==> src/common/daio_pkg.sv <==
package daio_pkg;

  localparam int DAC_WIDTH = 16;
  localparam int DIO_WIDTH = 8;
  localparam int NUM_AO    = 2;
  localparam int ADDR_W    = 5;
  localparam int TRIG_W    = 4;

  // register byte offsets
  localparam logic [ADDR_W-1:0] OFS_CODE_A = 5'h00;
  localparam logic [ADDR_W-1:0] OFS_CODE_B = 5'h04;
  localparam logic [ADDR_W-1:0] OFS_GAIN   = 5'h08;
  localparam logic [ADDR_W-1:0] OFS_DIN    = 5'h0C;
  localparam logic [ADDR_W-1:0] OFS_DOUT   = 5'h10;
  localparam logic [ADDR_W-1:0] OFS_STATUS = 5'h14;

  // status field positions
  localparam int ST_ARMED  = 0;
  localparam int ST_GAIN_E = 1;
  localparam int ST_DRIVEN = 2;
  localparam int ST_BUSY   = 3;

  // reset values
  localparam logic [DAC_WIDTH-1:0] CODE_RST = 16'h8000;
  localparam logic [7:0]           GAIN_ONE = 8'h01;
  localparam logic [DIO_WIDTH-1:0] DOUT_RST = 8'h00;

  typedef enum logic [1:0] {
    BUS_IDLE = 2'b01,
    BUS_ACK  = 2'b10
  } daio_bus_t;

endpackage : daio_pkg

==> src/common/daio_chan_if.sv <==
`timescale 1ns/100ps
interface daio_chan_if import daio_pkg::*; ();
  logic                 wr_lo;
  logic                 wr_hi;
  logic [DAC_WIDTH-1:0] wdata;
  logic [DAC_WIDTH-1:0] code;
  logic                 busy;

  modport ctl  (output wr_lo, output wr_hi, output wdata,
                input code, input busy);
  modport chan (input wr_lo, input wr_hi, input wdata,
                output code, output busy);
endinterface : daio_chan_if

==> src/rtl/daio_dac_chan.sv <==
`timescale 1ns/100ps
module daio_dac_chan import daio_pkg::*; (
  input wire logic  clock,
  input wire logic  sys_rst,
  input wire logic  por_rst,
  daio_chan_if.chan ch
);
  logic [DAC_WIDTH-1:0] stage1_q;
  logic [DAC_WIDTH-1:0] stage2_q;
  logic [1:0]           loaded_q;
  logic [1:0]           loaded_d;
  logic                 xfer_q;
  logic                 full;

  // byte lanes collected until the whole word is present
  assign loaded_d = loaded_q | {ch.wr_hi, ch.wr_lo};
  assign full     = &loaded_d;

  // code stages only cleared by power-up
  always_ff @(posedge clock or posedge por_rst) begin
    if (por_rst) begin
      stage1_q <= CODE_RST; // midscale is 0 V
      stage2_q <= CODE_RST;
    end else begin
      if (ch.wr_lo) stage1_q[7:0]  <= ch.wdata[7:0];
      if (ch.wr_hi) stage1_q[15:8] <= ch.wdata[15:8];
      if (xfer_q)   stage2_q <= stage1_q;
    end
  end

  // load tracking and transfer strobe
  always_ff @(posedge clock or posedge sys_rst) begin
    if (sys_rst) begin
      loaded_q <= 2'h0;
      xfer_q   <= 1'b0;
    end else begin
      loaded_q <= full ? 2'h0 : loaded_d;
      xfer_q   <= full;
    end
  end

  assign ch.code = stage2_q;
  assign ch.busy = xfer_q | (|loaded_q);
endmodule : daio_dac_chan

==> src/rtl/daio_top.sv <==
// Chosen here: the Avalon-MM interface to the registers and the placing of the registers.
`timescale 1ns/100ps
module daio_top import daio_pkg::*; #(
  parameter int DAC_W = DAC_WIDTH,
  parameter int DIO_W = DIO_WIDTH
) (
  input  wire logic              clock,
  input  wire logic              sys_rst,
  input  wire logic              por_rst,
  input  wire logic [ADDR_W-1:0] avs_address,
  input  wire logic              avs_read,
  input  wire logic              avs_write,
  input  wire logic [31:0]       avs_writedata,
  input  wire logic [3:0]        avs_byteenable,
  output logic      [31:0]       avs_readdata,
  output logic                   avs_waitrequest,
  input  wire logic [DIO_W-1:0]  din_pin,
  output logic      [DIO_W-1:0]  dout_pin,
  output logic                   dout_drive,
  output logic      [DAC_W-1:0]  analog_out_channel_a,
  output logic      [DAC_W-1:0]  analog_out_channel_b,
  output logic      [TRIG_W-1:0] ad_start,
  output logic      [TRIG_W-1:0] ad_stop
);

  // widths the logic is built for
  if (DAC_W != DAC_WIDTH) begin : g_bad_dac
    $error("analog code width must be 16");
  end
  if (DIO_W != 2 * TRIG_W) begin : g_bad_dio
    $error("digital port width must be 8");
  end

  daio_bus_t st_q;
  daio_bus_t st_d;
  logic [31:0]       readdata_q;
  logic [31:0]       rd_mux;
  logic [DIO_W-1:0]  din_m_q;
  logic [DIO_W-1:0]  din_s_q;
  logic [DIO_W-1:0]  din_p_q;
  logic [DIO_W-1:0]  fall;
  logic [DIO_W-1:0]  dout_q;
  logic              driven_q;
  logic              armed_q;
  logic              gain_err_q;
  logic              gain_err_d;
  logic [TRIG_W-1:0] start_q;
  logic [TRIG_W-1:0] stop_q;
  logic [NUM_AO-1:0] ch_wr;
  logic [NUM_AO-1:0] ch_busy;
  logic [DAC_W-1:0]  ch_code [NUM_AO];

  // bus request decode
  wire       req      = avs_read | avs_write;
  wire       idle     = (st_q == BUS_IDLE);
  wire       accept   = req & (st_q == BUS_ACK);
  wire       wr_acc   = avs_write & accept;
  wire [2:0] word     = avs_address[ADDR_W-1:2];
  wire       sel_a    = (word == OFS_CODE_A[ADDR_W-1:2]);
  wire       sel_b    = (word == OFS_CODE_B[ADDR_W-1:2]);
  wire       sel_gain = (word == OFS_GAIN[ADDR_W-1:2]);
  wire       sel_din  = (word == OFS_DIN[ADDR_W-1:2]);
  wire       sel_dout = (word == OFS_DOUT[ADDR_W-1:2]);
  wire       sel_st   = (word == OFS_STATUS[ADDR_W-1:2]);
  wire       sel_none = ~(sel_a | sel_b | sel_gain | sel_din | sel_dout |
                          sel_st);

  // every request is answered after one wait cycle
  assign st_d            = (req && idle) ? BUS_ACK : BUS_IDLE;
  assign avs_waitrequest = req & ~(st_q == BUS_ACK);
  assign avs_readdata    = readdata_q;

  // bus handshake state
  always_ff @(posedge clock or posedge sys_rst) begin
    if (sys_rst) st_q <= BUS_IDLE;
    else         st_q <= st_d;
  end

  // one analog channel per access, selected by address
  wire [NUM_AO-1:0] ch_sel = {sel_b, sel_a};

  genvar g;
  for (g = 0; g < NUM_AO; g++) begin : g_ao
    daio_chan_if ch_if ();
    assign ch_if.wr_lo = wr_acc & ch_sel[g] & avs_byteenable[0];
    assign ch_if.wr_hi = wr_acc & ch_sel[g] & avs_byteenable[1];
    assign ch_if.wdata = avs_writedata[DAC_W-1:0];
    assign ch_wr[g]    = ch_if.wr_lo | ch_if.wr_hi;
    assign ch_busy[g]  = ch_if.busy;
    assign ch_code[g]  = ch_if.code;

    daio_dac_chan u_chan (
      .clock   (clock),
      .sys_rst (sys_rst),
      .por_rst (por_rst),
      .ch      (ch_if.chan)
    );
  end

  assign analog_out_channel_a = ch_code[0];
  assign analog_out_channel_b = ch_code[1];

  // gain writes other than one are refused
  wire gain_wr  = wr_acc & sel_gain;
  wire gain_bad = (avs_byteenable[0] && avs_writedata[7:0] != GAIN_ONE) ||
                  (avs_byteenable[1] && avs_writedata[15:8] != GAIN_ONE);
  wire st_clr   = wr_acc & sel_st & avs_byteenable[0] &
                  avs_writedata[ST_GAIN_E];
  // set wins over a clear in the same cycle
  assign gain_err_d = (gain_wr & gain_bad) | (gain_err_q & ~st_clr);

  // input synchroniser and edge history
  always_ff @(posedge clock or posedge sys_rst) begin
    if (sys_rst) begin
      din_m_q <= '0;
      din_s_q <= '0;
      din_p_q <= '0;
    end else begin
      din_m_q <= din_pin;
      din_s_q <= din_m_q;
      din_p_q <= din_s_q;
    end
  end

  // falls count only once armed
  assign fall = din_p_q & ~din_s_q & {DIO_W{armed_q}};

  // arming and trigger pulses
  always_ff @(posedge clock or posedge sys_rst) begin
    if (sys_rst) begin
      armed_q <= 1'b0;
      start_q <= '0;
      stop_q  <= '0;
    end else begin
      armed_q <= armed_q | (&din_s_q);
      start_q <= fall[TRIG_W-1:0];
      stop_q  <= fall[DIO_W-1:TRIG_W];
    end
  end

  assign ad_start = start_q;
  assign ad_stop  = stop_q;

  // output port stays undriven until written
  wire dout_wr = wr_acc & sel_dout & avs_byteenable[0];

  always_ff @(posedge clock or posedge sys_rst) begin
    if (sys_rst) begin
      dout_q     <= DOUT_RST;
      driven_q   <= 1'b0;
      gain_err_q <= 1'b0;
    end else begin
      if (dout_wr) dout_q <= avs_writedata[DIO_W-1:0];
      driven_q   <= driven_q | dout_wr;
      gain_err_q <= gain_err_d;
    end
  end

  assign dout_pin   = dout_q;
  assign dout_drive = driven_q;

  // status word
  wire [31:0] status = {{(32-ST_BUSY-NUM_AO){1'b0}}, ch_busy,
                        driven_q, gain_err_q, armed_q};

  // read selection, gain ignored on port reads, unmapped read zero
  assign rd_mux =
    sel_a    ? {16'h0000, ch_code[0]} :
    sel_b    ? {16'h0000, ch_code[1]} :
    sel_gain ? {16'h0000, GAIN_ONE, GAIN_ONE} :
    sel_din  ? {24'h000000, din_s_q} :
    sel_dout ? {24'h000000, dout_q} :
    sel_st   ? status : 32'h00000000;

  // read data captured in the wait cycle
  always_ff @(posedge clock or posedge sys_rst) begin
    if (sys_rst)                readdata_q <= 32'h00000000;
    else if (avs_read && idle)  readdata_q <= rd_mux;
  end
endmodule : daio_top

==> config.mk <==
export PLATFORM = sky130hd
export DESIGN_NAME = daio_top
export DESIGN_NICKNAME = d
export VERILOG_FILES = /design/src/common/daio_pkg.sv /design/src/common/daio_chan_if.sv /design/src/rtl/daio_dac_chan.sv /design/src/rtl/daio_top.sv
export SDC_FILE = /design/constraint.sdc
export NUM_CORES = 1
export LEC_CHECK = 0
export ABC_AREA = 1
export BUFFER_PORTS_ARGS = -buffer_cell sky130_fd_sc_hd__buf_2
export CAP_MARGIN = 20
export CORE_UTILIZATION = 55
export CTS_BUF_LIST = sky130_fd_sc_hd__clkbuf_4
export CTS_CLUSTER_DIAMETER = 150
export DETAILED_ROUTE_END_ITERATION = 8
export GPL_ROUTABILITY_DRIVEN = 0
export PLACE_DENSITY = 0.82
export REMOVE_ABC_BUFFERS = 1
export SYNTH_ARGS = -nofsm -noshare
export SYNTH_HDL_FRONTEND = slang
export SYNTH_SLANG_ARGS = --single-unit
==> constraint.sdc <==
create_clock -name clock -period 2 [get_ports clock]
set_input_delay 0.1 -clock clock [delete_from_list [all_inputs] [get_ports clock]]
set_output_delay 0.1 -clock clock [all_outputs]
set_load 0.01 [all_outputs]
* Word level (Yosys, flattened, before mapping)
Index checks and enable logic that the tools add are counted.
** Word-level totals
- Output and inout port bits :: 82
- Register bits after elaboration :: 147
- Word-level logic and storage cells :: 80
** Cells by class
- Mux-type cells :: 9
- Bitwise gates (word level) :: 30
- Equality and inequality tests :: 9
- Reductions and logical operators :: 11
** Operators by type and width (count)
- 2-to-1 mux 16 bit :: 2
- AND 1 bit :: 17
- AND 8 bit :: 2
- 2-to-1 mux 8 bit :: 2
- != test 8 x 1 -> 1 bit, second input constant :: 2
- 2-to-1 mux 9 bit :: 1
- NOT 8 bit :: 1
- AND reduction 8 bit :: 1
- equality test 3 x 2 -> 1 bit, second input constant :: 2
- equality test 3 bit, second input constant :: 2
- 2-to-1 mux 2 bit :: 3
- bitwise OR 1 bit :: 6
- 2-to-1 mux 5 bit :: 1
- logical AND 1 bit :: 4
- bitwise OR 2 bit :: 2
- AND reduction 2 bit :: 2
- OR reduction 2 bit :: 2
- equality test 3 x 1 -> 1 bit, second input constant :: 1
- zero test 3 bit :: 1
- equality test 2 x 1 -> 1 bit, second input constant :: 1
- equality test 2 bit, second input constant :: 1
- NOT 1 bit :: 2
- logical OR 1 bit :: 1

* Logic depth before layout (Yosys ltp)
- Depth after elaboration :: 9
- Mapped depth :: 9
- Gate-level depth less buffers :: 8

* Hierarchy
From an unflattened synthesis, not the netlist that was laid out.
** Unflattened totals
- Cells, all modules :: 594
- Area, all modules :: 5436.5 um^2
** By module, submodules not included
- daio_dac_chan :: instances 2, seq. area each 878.3 um^2, cells each 151, area each 1365.1 um^2
- daio_top :: instances 1, seq. area each 1527.7 um^2, cells each 292, area each 2706.3 um^2

* Worst setup path before layout
Ideal clock, no wire load.
- Kind :: register to register
- Start point :: reg st_q[0]
- End point :: reg readdata_q[6], in the netlist avs_readdata[6]
- Period minus slack after synthesis :: 1314 ps
- Cell stages (with the launch flop) :: 8
- Setup slack :: 686 ps
- Data arrival time :: 1250 ps
- Data required time :: 1935 ps
- Library setup time :: 65 ps
- Cells stage by stage :: dfstp_2 > inv_2 > nor3_2 > buf_4 > o21ai_0 > inv_1 > o21ai_0 > nand2_1
** On the way
- Cells in the longest elaborated chain, start to end :: 2
** Ends and longest elaborated chain
- from (decl) :: RTL line daio_top.sv:34 : daio_bus_t st_q;
- from (signal assigned) :: RTL line daio_top.sv:76 : else st_q <= st_d;
- equality test 2 x 1 -> 1 bit :: RTL line daio_top.sv:55 : wire idle = (st_q == BUS_IDLE);
- logical AND 1 bit :: RTL line daio_top.sv:178 : else if (avs_read && idle) readdata_q <= rd_mux;
- to (signal assigned) :: RTL line daio_top.sv:178
- to (decl) :: RTL line daio_top.sv:36 : logic [31:0] readdata_q;
Every way passes these cells.
A chain may end at the register's enable or synchronous reset.

* Worst setup path after layout
- Start point :: reg st_q[0]
- End point :: reg dout_q[0], in the netlist dout_pin[0]
** On the way
- Cells in the longest elaborated chain, start to end :: 5
** Ends and longest elaborated chain
- equality test 2 bit :: RTL line daio_top.sv:56 : wire accept = req & (st_q == BUS_ACK);
- AND 1 bit :: RTL line daio_top.sv:56
- AND 1 bit :: RTL line daio_top.sv:57 : wire wr_acc = avs_write & accept;
- AND 1 bit (2 in series) :: RTL line daio_top.sv:145 : wire dout_wr = wr_acc & sel_dout & avs_byteenable[0];
- to (signal assigned) :: RTL line daio_top.sv:153 : if (dout_wr) dout_q <= avs_writedata[DIO_W-1:0];
- to (decl) :: RTL line daio_top.sv:42 : logic [DIO_W-1:0] dout_q;
Every way passes these cells.

==> key figures <==
Pwr
  • Pwr per Cell Area: 1050 nW/um^2
  • VDD IR max: 640 uV
  • Leakage: 0.00350 uW

Detailed routing
  • Avg WL per Cell: 15.2 microns
  • Drt first pass iters: 5
  • Vias post-DR: 4347
  • Antenna Violating Nets Remaining: 0
  • WL final: 12.8 mm
  • Initial DRC count: 268
  • Vias/cell: 5.14
  • Remaining DRCs: 0

Synthesis
  • Post-synthesis sequential area ratio: 60.5%
  • Synth Cell Area: 5430 sq um
  • #FFs+latches synth: 131
  • Post-Synthesis Cells: 570
  • Mapped Avg Cell Area: 9.52 sq um
  • Synth cell types: 31
  • Yosys warnings: 0

Global routing
  • Vias in the first global route: 4299
  • GRT Residual Overflow: 0
  • Global route hottest layer: met2
  • Met2 Usage GRT: 44.7%
  • Total track usage: 27.4%
  • Met1 Use GR: 35.7%
  • Met3 usage: 6.28%
  • Largest net degree at the start of global routing: 68
  • First-pass GRT wire length: 20.9 mm
  • Initial antenna violation count: 0

Floorplanning
  • Starting density of the core: 57.7%
  • Top Ports: 136
  • Die Footprint: 10300 sq um
  • Die Wd: 101 microns
  • Row count: 35
  • Die Ht: 101 microns
  • CORE AREA: 9420 sq um

Setup path
  • Buffer and inverter count on the worst path: 2
  • Flop2flop setup slack: 0.14 ns
  • R2R depth: 8
  • Critical-path cell list: inv_2 -> nand2_2 -> nor2_4 -> nand2_4 -> nor2_4 -> nand2_1 -> nand2_1 -> dlygate4sd3_1
  • WP data arrival: 2.31 ns
  • Critical path depth: 8
  • Critical path startpoint category: flip-flop
  • Crit-path max FO: 16
  • Crit end category: flip-flop
  • Worst path max stage delay: 0.54 ns
  • CP Class: flip-flop to flip-flop
  • Slowest cell on crit path: dlygate4sd3_1
  • CP required: 2.45 ns
  • Worst path top cell family by delay: simple AND/OR/NAND/NOR gates

Clock network
  • Skew-Pair Late Insertion Delay: 0.52 ns
  • CTS Root Cell: clkbuf_4
  • CTS max path bufs: 2
  • Clock Sinks: 131
  • Clk pin slew, worst setup/hold paths: 0.12 ns
  • # Post-CTS Setup Buffers: 0
  • CTS Buf Count: 17
  • Htree depth: 4
  • CTS tree: done

Cells and area
  • Layout cell share with drive strength beyond 1: 26.4%
  • Number of diodes: 0
  • Non-Filler Instances: 845
  • Final instance area: 6600 sq um
  • Final Net Count: 758
  • FILL cells: 703
  • P&R area growth vs syn: 21.6%

Placed design
  • Post-Place Cells: 782
  • DP Wirelength: 8.29 mm
  • Pre-CTS setup slack: 0.398 ns
  • IO Port Bufs: 99
  • DP Area: 5940 sq um

STA
  • Max-slew headroom: 51.3%
  • Setup Total Neg Slack: 0 ns
  • Final setup fails: 0
  • Fin. Hold Viols: 0
  • Fin crit period: 1.86 ns
  • Final worst slack: 0.136 ns
  • WHS: 0.123 ns
  • F_max: 537 MHz
  • Max Clock Skew: 0.0232 ns
  • Pins Over Slew Limit: 0
  • RSZ-0062 raised after global routing: no
  • Slew @ Worst Pin: 0.730 ns
  • Final period utilization: 93.2%

Flow run
  • Max Cap Viol: 0

Min path
  • HP Class: input pin to flip-flop
  • Worst Hold Path Cells: 7

Status
  • Outcome: finished clean
==> power by group <==
| part | internal (uW) | total (uW) | switching [uW] | leakage [uW] |
|---|---|---|---|---|
| Clock | 1110 | 2100 | 987 | 0.000179 |
| Sequential | 3120 | 3420 | 302 | 0.00171 |
| Combinational | 532 | 1380 | 851 | 0.00161 |
| Total | 4760 | 6900 | 2140 | 0.00350 |
==> tightest hold or removal path: stages <==
cell     delay [ns]
buf_2          0.16
nand3_1        0.10
nand2_1        0.05
inv_1          0.05
nand2_1        0.05
nand2_1        0.05
nand2_1        0.04
==> cells by family after synthesis <==
kind of cell           after synthesis  share of synthesized area [%]
flip-flops                         131                           60.5
buffers and inverters              106                           9.75
AND/OR/NAND/NOR                    234                           18.6
AO/OA/AOI/OAI                       98                           11.1
other                                1                         0.0691
==> cell usage in the layout (no fill, tap or decap), drive strengths merged, types with 12 or more instances in the layout <==
| cell type | synthesis | final |
|---|---|---|
| dlygate4sd3 | 0 | 32 |
| dfrtp | 126 | 126 |
| conb | 1 | 16 |
| inv | 69 | 70 |
| o21ai | 85 | 85 |
| buf | 29 | 104 |
| nand3 | 12 | 12 |
| clkbuf | 7 | 17 |
| nor2 | 42 | 42 |
| nand2 | 165 | 165 |
==> area by class of cell <==
cell class	instances	area [sq um]	area share, %
flip-flops and latches	131	3280	49.8
multi-input cells	348	1670	25.3
repair buffers	136	878	13.3
inverters	70	265	4.02
clock inverters	14	211	3.20
well taps	129	161	2.45
clock buffers	17	128	1.93
==> registers in the layout, summed over array words and instances, names as in the netlist <==
register              cells
gain_err_q                1
st_q                      2
dout_drive                1
dout_pin                  8
din_m_q                   8
g_ao.u_chan.loaded_q      4
g_ao.u_chan.xfer_q        2
din_s_q                   8
ad_start                  4
avs_readdata             16
g_ao.u_chan.ch.code      32
din_p_q                   8
ad_stop                   4
armed_q                   1
g_ao.u_chan.stage1_q     32
==> worst paths after layout <==
path,to,start
max in group asynchronous,g_ao[1].u_chan.ch.code[1]$_DFFE_PP0P_,por_rst
min in group asynchronous,avs_readdata[14]$_DFFE_PP0P_,sys_rst
hold / removal,avs_readdata[0]$_DFFE_PP0P_,avs_address[4]
hold reg to reg,din_s_q[4]$_DFF_PP0_,din_m_q[4]$_DFF_PP0_
setup / recovery,dout_pin[0]$_DFFE_PP0P_,st_q[0]$_DFF_PP1_
setup reg to reg,dout_pin[0]$_DFFE_PP0P_,st_q[0]$_DFF_PP1_
==> cells in the mapped netlist (all sizes together) <==
cell / count / area, sq um
a21oi: 5 / 25.0
buf: 29 / 236
clkbuf: 7 / 27.5
clkinv: 1 / 3.75
conb: 1 / 3.75
dfrtp: 126 / 3150
dfstp: 5 / 131
inv: 69 / 262
nand2: 165 / 634
nand3: 12 / 72.6
nand3b: 1 / 7.51
nand4: 10 / 62.6
nor2: 42 / 205
nor3: 3 / 20.0
o21ai: 85 / 527
o21bai: 1 / 7.51
o22ai: 7 / 43.8
or2: 1 / 6.26
==> routing by layer <==
metal	wire length (microns)	up-vias
met5	0	-
met4	320	0
met3	835	33
met2	6240	190
met1	5430	2088
li1	-	2036
==> timing repair <==
action	4_1_cts	5_1_grt
endpoints found under the hold margin	146	0
resized for setup	0	0
hold buffers	32	0
==> per-stage QoR <==
step           power [uW]  util, %
6_report             6900     70.1
5_1_grt              7260     70.1
4_1_cts              6900     70.1
3_5_place_dp         4780     63.1
3_3_place_gp         4710     63.1
2_1_floorplan        4200        -
Power figures use the tool's default switching activity.
